File: src/hdl/srus_pkg.sv
// constants for the scaler register upload scheduler
package srus_pkg;
  // ==========================================================
  // register bus
  localparam int ADDR_W = 8;
  localparam int DATA_W = 32;
  localparam int NUM_REGS = 11;
  localparam int IDX_W = 4;
  localparam logic [7:0] REG_BASE = 8'h50;
  localparam logic [7:0] OFS_STATIC = 8'h50;
  localparam logic [7:0] OFS_STREAM = 8'h54;
  localparam logic [7:0] OFS_RATIO = 8'h58;
  localparam logic [7:0] OFS_SCALER_CTRL = 8'h5C;
  localparam logic [7:0] OFS_VSCALE = 8'h60;
  localparam logic [7:0] OFS_VSCALE_GAIN = 8'h64;
  localparam logic [7:0] OFS_HPRESCALE = 8'h68;
  localparam logic [7:0] OFS_HFINE = 8'h6C;
  localparam logic [7:0] OFS_PICTURE = 8'h70;
  localparam logic [7:0] OFS_CHROMA_KEY = 8'h74;
  localparam logic [7:0] OFS_OUT_FORMAT = 8'h78;
  localparam logic [7:0] OFS_STATUS = 8'h7C;
  localparam logic [1:0] WORD_ALIGN = 2'h0;
  localparam logic [31:0] RESET_VALUE = 32'h0000_0000;
  // ==========================================================
  // upload groups
  localparam int NUM_GROUPS = 5;
  localparam logic [2:0] GRP_PORT1 = 3'h0;
  localparam logic [2:0] GRP_PORT2 = 3'h1;
  localparam logic [2:0] GRP_RATIO = 3'h2;
  localparam logic [2:0] GRP_WINDOW = 3'h3;
  localparam logic [2:0] GRP_LINE = 3'h4;
  localparam logic [2:0] GRP_NONE = 3'h7;
  localparam logic [IDX_W-1:0] IDX_STATIC = 4'h0;
  localparam logic [IDX_W-1:0] IDX_STREAM = 4'h1;
  localparam logic [2:0] REG_GROUP [0:NUM_REGS-1] = '{
    GRP_NONE, GRP_PORT1, GRP_RATIO, GRP_WINDOW, GRP_WINDOW,
    GRP_WINDOW, GRP_LINE, GRP_LINE, GRP_LINE, GRP_WINDOW, GRP_WINDOW};
  // ==========================================================
  // field positions
  localparam int STATIC_PORT1_EDGE_BIT = 0;
  localparam int STATIC_PORT2_EDGE_BIT = 1;
  localparam int STATIC_RATIO_WRITE_BIT = 2;
  localparam int STREAM_HALF_W = 16;
  localparam int STATUS_PEND_LSB = 0;
  localparam int STATUS_IDLE_LSB = 8;
endpackage

File: src/hdl/srus_top.sv
// scaler register upload scheduler: shadow and active register bank
`timescale 1ns/100ps
module srus_top (
  // clock and reset
  input wire logic ref_clk,
  input wire logic reset,
  // register port
  input wire logic [7:0] reg_addr,
  input wire logic [31:0] reg_wr_data,
  input wire logic reg_wr_en,
  input wire logic reg_rd_en,
  output logic [31:0] reg_rd_data,
  // video port sync pins
  input wire logic port_one_vsync_pin,
  input wire logic port_two_vsync_pin,
  // ratio scaler path
  input wire logic rs_out_vertical_gate,
  input wire logic rs_field_start,
  // main scaler path
  input wire logic main_out_vertical_gate,
  input wire logic main_acq_vertical_pulse,
  input wire logic main_out_horizontal_gate,
  input wire logic main_acq_horizontal_gate,
  // video events toward the command sequencer
  output logic port_one_blanking_pulse,
  output logic port_two_blanking_pulse,
  output logic ratio_scaler_field_done,
  output logic scaler_window_done,
  output logic scaler_line_done,
  // active register values toward the data paths
  output logic [31:0] interface_static_settings,
  output logic [31:0] port_stream_handling,
  output logic [31:0] ratio_scaler_control,
  output logic [31:0] scaler_control,
  output logic [31:0] vertical_scale,
  output logic [31:0] vertical_scale_gain,
  output logic [31:0] horizontal_prescale,
  output logic [31:0] horizontal_fine_scale,
  output logic [31:0] picture_adjust_control,
  output logic [31:0] chroma_key_range,
  output logic [31:0] output_format_clip_control
);
  localparam int NG = srus_pkg::NUM_GROUPS;
  localparam int NR = srus_pkg::NUM_REGS;
  localparam int HW = srus_pkg::STREAM_HALF_W;

  logic [31:0] shadow_reg [0:NR-1];
  logic [31:0] active_reg [0:NR-1];
  logic [NG-1:0] pending_reg;
  logic [NG-1:0] upload;
  logic [NG-1:0] wr_hit;
  logic [NG-1:0] event_fire;
  logic [7:0] fire_ext;
  logic [7:0] rel_addr;
  logic [3:0] reg_idx;
  logic in_map;
  logic status_hit;
  logic [31:0] rd_data_reg;
  logic [31:0] status_word;
  logic p1_level_reg;
  logic p2_level_reg;
  logic p1_level;
  logic p2_level;
  logic rs_gate_reg;
  logic win_gate_reg;
  logic line_gate_reg;
  logic line_acq_reg;
  logic rs_fall;
  logic win_fall;
  logic line_fall;
  logic line_acq_rise;
  logic rs_idle_reg;
  logic win_idle_reg;
  logic line_idle_reg;
  logic rs_write_mode;
  logic [NG-1:0] event_out_reg;

  // ==========================================================
  // address decode
  assign rel_addr = reg_addr - srus_pkg::REG_BASE;
  assign reg_idx = rel_addr[5:2];
  assign in_map = (reg_addr >= srus_pkg::OFS_STATIC)
    && (reg_addr <= srus_pkg::OFS_OUT_FORMAT)
    && (reg_addr[1:0] == srus_pkg::WORD_ALIGN);
  assign status_hit = (reg_addr == srus_pkg::OFS_STATUS);

  // ==========================================================
  // shadow registers written by software
  always_ff @(posedge ref_clk or posedge reset) begin
    if (reset) begin
      for (int i = 0; i < NR; i++) begin
        shadow_reg[i] <= srus_pkg::RESET_VALUE;
      end
    end else if (reg_wr_en && in_map) begin
      shadow_reg[reg_idx] <= reg_wr_data;
    end
  end

  always_comb begin
    wr_hit = '0;
    if (reg_wr_en && in_map) begin
      if (reg_idx == srus_pkg::IDX_STREAM) begin
        wr_hit[srus_pkg::GRP_PORT1] = 1'b1;
        wr_hit[srus_pkg::GRP_PORT2] = 1'b1;
      end else if (srus_pkg::REG_GROUP[reg_idx] != srus_pkg::GRP_NONE) begin
        wr_hit[srus_pkg::REG_GROUP[reg_idx]] = 1'b1;
      end
    end
  end

  // ==========================================================
  // read port
  // idle flags from bit 8 upward, pending flags at the bottom
  assign status_word = {16'h0000, 5'h00, rs_idle_reg, win_idle_reg,
    line_idle_reg, 3'h0, pending_reg};

  always_ff @(posedge ref_clk or posedge reset) begin
    if (reset) begin
      rd_data_reg <= srus_pkg::RESET_VALUE;
    end else if (reg_rd_en && in_map) begin
      rd_data_reg <= shadow_reg[reg_idx];
    end else if (reg_rd_en && status_hit) begin
      rd_data_reg <= status_word;
    end else begin
      rd_data_reg <= srus_pkg::RESET_VALUE;
    end
  end
  assign reg_rd_data = rd_data_reg;

  // ==========================================================
  // input history for edge detection
  always_ff @(posedge ref_clk or posedge reset) begin
    if (reset) begin
      p1_level_reg <= 1'b0;
      p2_level_reg <= 1'b0;
      rs_gate_reg <= 1'b0;
      win_gate_reg <= 1'b0;
      line_gate_reg <= 1'b0;
      line_acq_reg <= 1'b1;
    end else begin
      p1_level_reg <= p1_level;
      p2_level_reg <= p2_level;
      rs_gate_reg <= rs_out_vertical_gate;
      win_gate_reg <= main_out_vertical_gate;
      line_gate_reg <= main_out_horizontal_gate;
      line_acq_reg <= main_acq_horizontal_gate;
    end
  end

  // edge select flips the pin, so changing it can look like an edge
  assign p1_level = port_one_vsync_pin
    ^ active_reg[0][srus_pkg::STATIC_PORT1_EDGE_BIT];
  assign p2_level = port_two_vsync_pin
    ^ active_reg[0][srus_pkg::STATIC_PORT2_EDGE_BIT];
  assign rs_fall = rs_gate_reg && !rs_out_vertical_gate;
  assign win_fall = win_gate_reg && !main_out_vertical_gate;
  assign line_fall = line_gate_reg && !main_out_horizontal_gate;
  assign line_acq_rise = !line_acq_reg && main_acq_horizontal_gate;
  assign rs_write_mode = active_reg[0][srus_pkg::STATIC_RATIO_WRITE_BIT];

  // ==========================================================
  // video events
  always_comb begin
    event_fire = '0;
    event_fire[srus_pkg::GRP_PORT1] = p1_level && !p1_level_reg;
    event_fire[srus_pkg::GRP_PORT2] = p2_level && !p2_level_reg;
    event_fire[srus_pkg::GRP_RATIO] = rs_fall && rs_write_mode;
    event_fire[srus_pkg::GRP_WINDOW] = win_fall;
    event_fire[srus_pkg::GRP_LINE] = line_fall;
  end

  // ==========================================================
  // idle intervals
  always_ff @(posedge ref_clk or posedge reset) begin
    if (reset) begin
      rs_idle_reg <= 1'b0;
      win_idle_reg <= 1'b0;
      line_idle_reg <= 1'b0;
    end else begin
      if (rs_fall) begin
        rs_idle_reg <= 1'b1;
      end else if (rs_field_start) begin
        rs_idle_reg <= 1'b0;
      end
      if (win_fall) begin
        win_idle_reg <= 1'b1;
      end else if (main_acq_vertical_pulse) begin
        win_idle_reg <= 1'b0;
      end
      if (line_fall) begin
        line_idle_reg <= 1'b1;
      end else if (line_acq_rise) begin
        line_idle_reg <= 1'b0;
      end
    end
  end

  // ==========================================================
  // pending uploads: one per event, set beats clear
  assign upload = event_fire & pending_reg;

  always_ff @(posedge ref_clk or posedge reset) begin
    if (reset) begin
      pending_reg <= '0;
    end else begin
      pending_reg <= (pending_reg & ~upload) | wr_hit;
    end
  end

  always_ff @(posedge ref_clk or posedge reset) begin
    if (reset) begin
      event_out_reg <= '0;
    end else begin
      event_out_reg <= event_fire;
    end
  end
  assign port_one_blanking_pulse = event_out_reg[srus_pkg::GRP_PORT1];
  assign port_two_blanking_pulse = event_out_reg[srus_pkg::GRP_PORT2];
  assign ratio_scaler_field_done = event_out_reg[srus_pkg::GRP_RATIO];
  assign scaler_window_done = event_out_reg[srus_pkg::GRP_WINDOW];
  assign scaler_line_done = event_out_reg[srus_pkg::GRP_LINE];

  // ==========================================================
  // active registers, one copy per entry
  assign fire_ext = {3'h7, upload};

  genvar gi;
  generate
    for (gi = 0; gi < NR; gi++) begin : g_active
      if (gi == srus_pkg::IDX_STREAM) begin : g_split
        always_ff @(posedge ref_clk or posedge reset) begin
          if (reset) begin
            active_reg[gi] <= srus_pkg::RESET_VALUE;
          end else begin
            if (upload[srus_pkg::GRP_PORT1]) begin
              active_reg[gi][HW-1:0] <= shadow_reg[gi][HW-1:0];
            end
            if (upload[srus_pkg::GRP_PORT2]) begin
              active_reg[gi][31:HW] <= shadow_reg[gi][31:HW];
            end
          end
        end
      end else begin : g_whole
        always_ff @(posedge ref_clk or posedge reset) begin
          if (reset) begin
            active_reg[gi] <= srus_pkg::RESET_VALUE;
          end else if (fire_ext[srus_pkg::REG_GROUP[gi]]) begin
            active_reg[gi] <= shadow_reg[gi];
          end
        end
      end
    end
  endgenerate

  assign interface_static_settings = active_reg[0];
  assign port_stream_handling = active_reg[1];
  assign ratio_scaler_control = active_reg[2];
  assign scaler_control = active_reg[3];
  assign vertical_scale = active_reg[4];
  assign vertical_scale_gain = active_reg[5];
  assign horizontal_prescale = active_reg[6];
  assign horizontal_fine_scale = active_reg[7];
  assign picture_adjust_control = active_reg[8];
  assign chroma_key_range = active_reg[9];
  assign output_format_clip_control = active_reg[10];
endmodule

File: config.mk
export PLATFORM = sky130hd
export DESIGN_NAME = srus_top
export DESIGN_NICKNAME = d
export VERILOG_FILES = /design/src/hdl/srus_pkg.sv /design/src/hdl/srus_top.sv
export SDC_FILE = /design/constraint.sdc
export NUM_CORES = 1
export LEC_CHECK = 0
export BUFFER_PORTS_ARGS = -buffer_cell sky130_fd_sc_hd__buf_2
export CORE_MARGIN = 3
export CORE_UTILIZATION = 55
export DETAILED_ROUTE_END_ITERATION = 7
export MAX_ROUTING_LAYER = met4
export PLACE_DENSITY = 0.78
export RECOVER_POWER = 100
export SETUP_SLACK_MARGIN = 0.15
export SLEW_MARGIN = 30
export SYNTH_ARGS = -nofsm -noshare
export SYNTH_HDL_FRONTEND = slang
export SYNTH_SLANG_ARGS = --single-unit
export TNS_END_PERCENT = 100
File: constraint.sdc
create_clock -name ref_clk -period 54.2 [get_ports ref_clk]
set_input_delay 8.13 -clock ref_clk [delete_from_list [all_inputs] [get_ports ref_clk]]
set_output_delay 8.13 -clock ref_clk [all_outputs]
set_load 0.05 [all_outputs]
==> impl_metrics.tcl <==
set metrics [dict create \
    total_power_uw 1200 \
    cts_hold_buf 0 \
    fill_cells 4310 \
    busiest_layer "met2" \
    synth_edf_count 0 \
    hpwl_um 53000 \
    power_density_nw_per_um2 34.0 \
    setup_tns_ns 0 \
    yosysTopAreaCell "dfrtp_1" \
    die_w_um 243 \
    grt_setup_unrepaired "no" \
    nNetsFinal 2439 \
    hp-class "reg2reg" \
    cts_num_sinks 755 \
    synthFlopType "dfrtp_1" \
    vias_per_cell 5.93 \
    ys_seq_area_frac 0.611 \
    hold_viol 0 \
    setup_viol_count_final 0 \
    use_met3 0.0579 \
    fin_worst_skew_ns 0.0208 \
    area_growth_pct 14.1 \
    drive_gt1_frac 0.248 \
    drc 0 \
    port_buffers 440 \
    end_kind "async pin" \
    dr.pass1.iters 5 \
    drt_iter0_markers 1421 \
    drv_cap 32 \
    die_h_um 243 \
    cts-htree-levels 3 \
    cts_setup_buffers 0 \
    grt_pass1_vias 20100 \
    grt_antenna_before_repair 2 \
    ios 441 \
    ant_nets 0 \
    placed_area_um2 33500 \
    post-route-util 0.638 \
    synth_cell_type_count 42 \
    syn_area_um2 30900 \
    start_kind "input port" \
    synth_cells 1983 \
    ir_drop_v 0.0000240 \
    worstMarginPinSlew_ns 6.08 \
    grt_pass1_wl_um 129000 \
    num_vias 18900 \
    worstPathRequired_ns 53.43 \
    gp_congestion 0.851 \
    fin_area_um2 35300 \
    wl_um 86000 \
    floorplan.core_area_um2 55300 \
    cts-root-buf "clkbuf_16" \
    p_leak_uw 0.0179 \
    relSlewSlack -3.05 \
    grt_start_max_net_pins 183 \
    netlist.area_leader.share 0.611 \
    yosysMostFrequentCell "dfrtp_1" \
    cts_buffer_depth 3 \
    ys_top_cells_by_area "dfrtp_1 61%, mux2_2 14%, mux2_1 9.0%, mux2i_1 3.6%, mux4_2 1.8%" \
    synth_nets 2044 \
    cts.repair.resized 0 \
    grt.met2_usage 0.481 \
    yosys_warnings 0 \
    num_rows 86 \
    grt_use_total 0.300 \
    use_met1 0.388 \
    worstPathMaxFanout 135 \
    cts_tree "built" \
    start_util 0.559 \
    numCtsBuffers 77 \
    synth-seq-cells 755 \
    clk_latency_ns 0.62 \
    routedWlPerCell_um 27.0 \
    failed_checks "capacitance limit, slew limit" \
    async_reset_ff_frac 1.00 \
    largest_reg_flops 352 \
    cp.arrival_ns 21.25 \
    clk_pin_slew_ns 0.06 \
    critPathKind "in2async" \
    period_minus_slack_ns 22.02 \
    grt_overflow_total 0 \
    slew_violations 1535 \
    dieArea_um2 59100 \
    fmax_mhz 45.4 \
    synth_commonest_cells "754 x dfrtp_1, 395 x mux2_2, 247 x mux2_1, 111 x mux2i_1, 81 x clkbuf_1" \
    synth_area_per_cell_um2 15.6 \
    status "complete, but fails checks" \
    finalCritPeriodShare 0.406 \
]
-- through the flow --
step / worst slack (ns) / hold slack, ns / instances
finish: 32.18 / 0.400 / 3185
global route: 29.48 / 0.407 / 3185
detailed placement: 42.08 / 0.383 / 3045
floorplan: 24.88 / 0.364 / 1983
global placement: 41.85 / 0.373 / 3044
CTS: 42.72 / 0.393 / 3181
-- worst paths after layout --
path	from	slack, ns	cells past startpoint	to
setup / recovery	reset	32.18	5	shadow_reg[285]
hold / removal	shadow_reg[327]	0.40	0	interface_static_settings[7]
setup reg to reg	line_gate_reg	48.44	5	horizontal_fine_scale[28]
hold reg to reg	shadow_reg[327]	0.40	0	interface_static_settings[7]
max in group ref_clk	reg_addr[4]	38.89	8	shadow_reg[261]
min in group asynchronous	reset	9.33	2	horizontal_fine_scale[11]
-- critical path: stages --
cell and delay (ns):
buf_2 0.11, clkinvlp_2 3.20, clkbuf_1 2.69, clkbuf_1 2.48
clkbuf_1 4.40
-- cells in the final DEF (no fill, tap or decap), types with 29 or more instances in the layout --
cell       instances
mux2i_1          111
clkbuf_1         426
a22oi_1           40
mux2_1           277
clkbuf_16         80
dfrtp_1          754
nor2_1            29
buf_2             42
o2bb2ai_1         32
mux2_2           394
-- power by group --
part	switching [µW]	internal (µW)	total [µW]
clock	222	314	536
sequential	11.3	578	590
combinational	51.8	20.8	72.7
-- kinds of logic (layout without fill, tap and decap cells) --
group | after synthesis | in the layout | share of synthesized area
xor gates and xnor gates | 2 | 2 | 0.000567
adders and majority gates | 9 | 9 | 0.00364
AOI/OAI and AO/OA | 141 | 141 | 0.0344
DFF | 755 | 755 | 0.611
other | 0 | 2 | 0
and+or+nand+nor | 102 | 102 | 0.0198
buffers and inverters | 166 | 618 | 0.0275
muxes | 808 | 808 | 0.303
-- per-layer routing --
layer | share of wire | up-vias
met1 | 0.42 | 10100
met5 | 0 | -
met3 | 0.062 | 178
li1 | - | 7944
met4 | 0.032 | 0
met2 | 0.49 | 673
-- final cells by class --
type	instances	area, µm²	share of cell area
Timing Repair Buffer	465	1840	0.0520
Inverter	17	65.1	0.00184
Antenna cell	2	5.00	0.000142
Clock buffer	109	2290	0.0650
Tap cell	748	936	0.0265
Clock inverter	27	278	0.00788
Sequential cell	755	18900	0.536
Multi-Input combinational cell	1062	11000	0.311
Power figures use the tool's default switching activity.
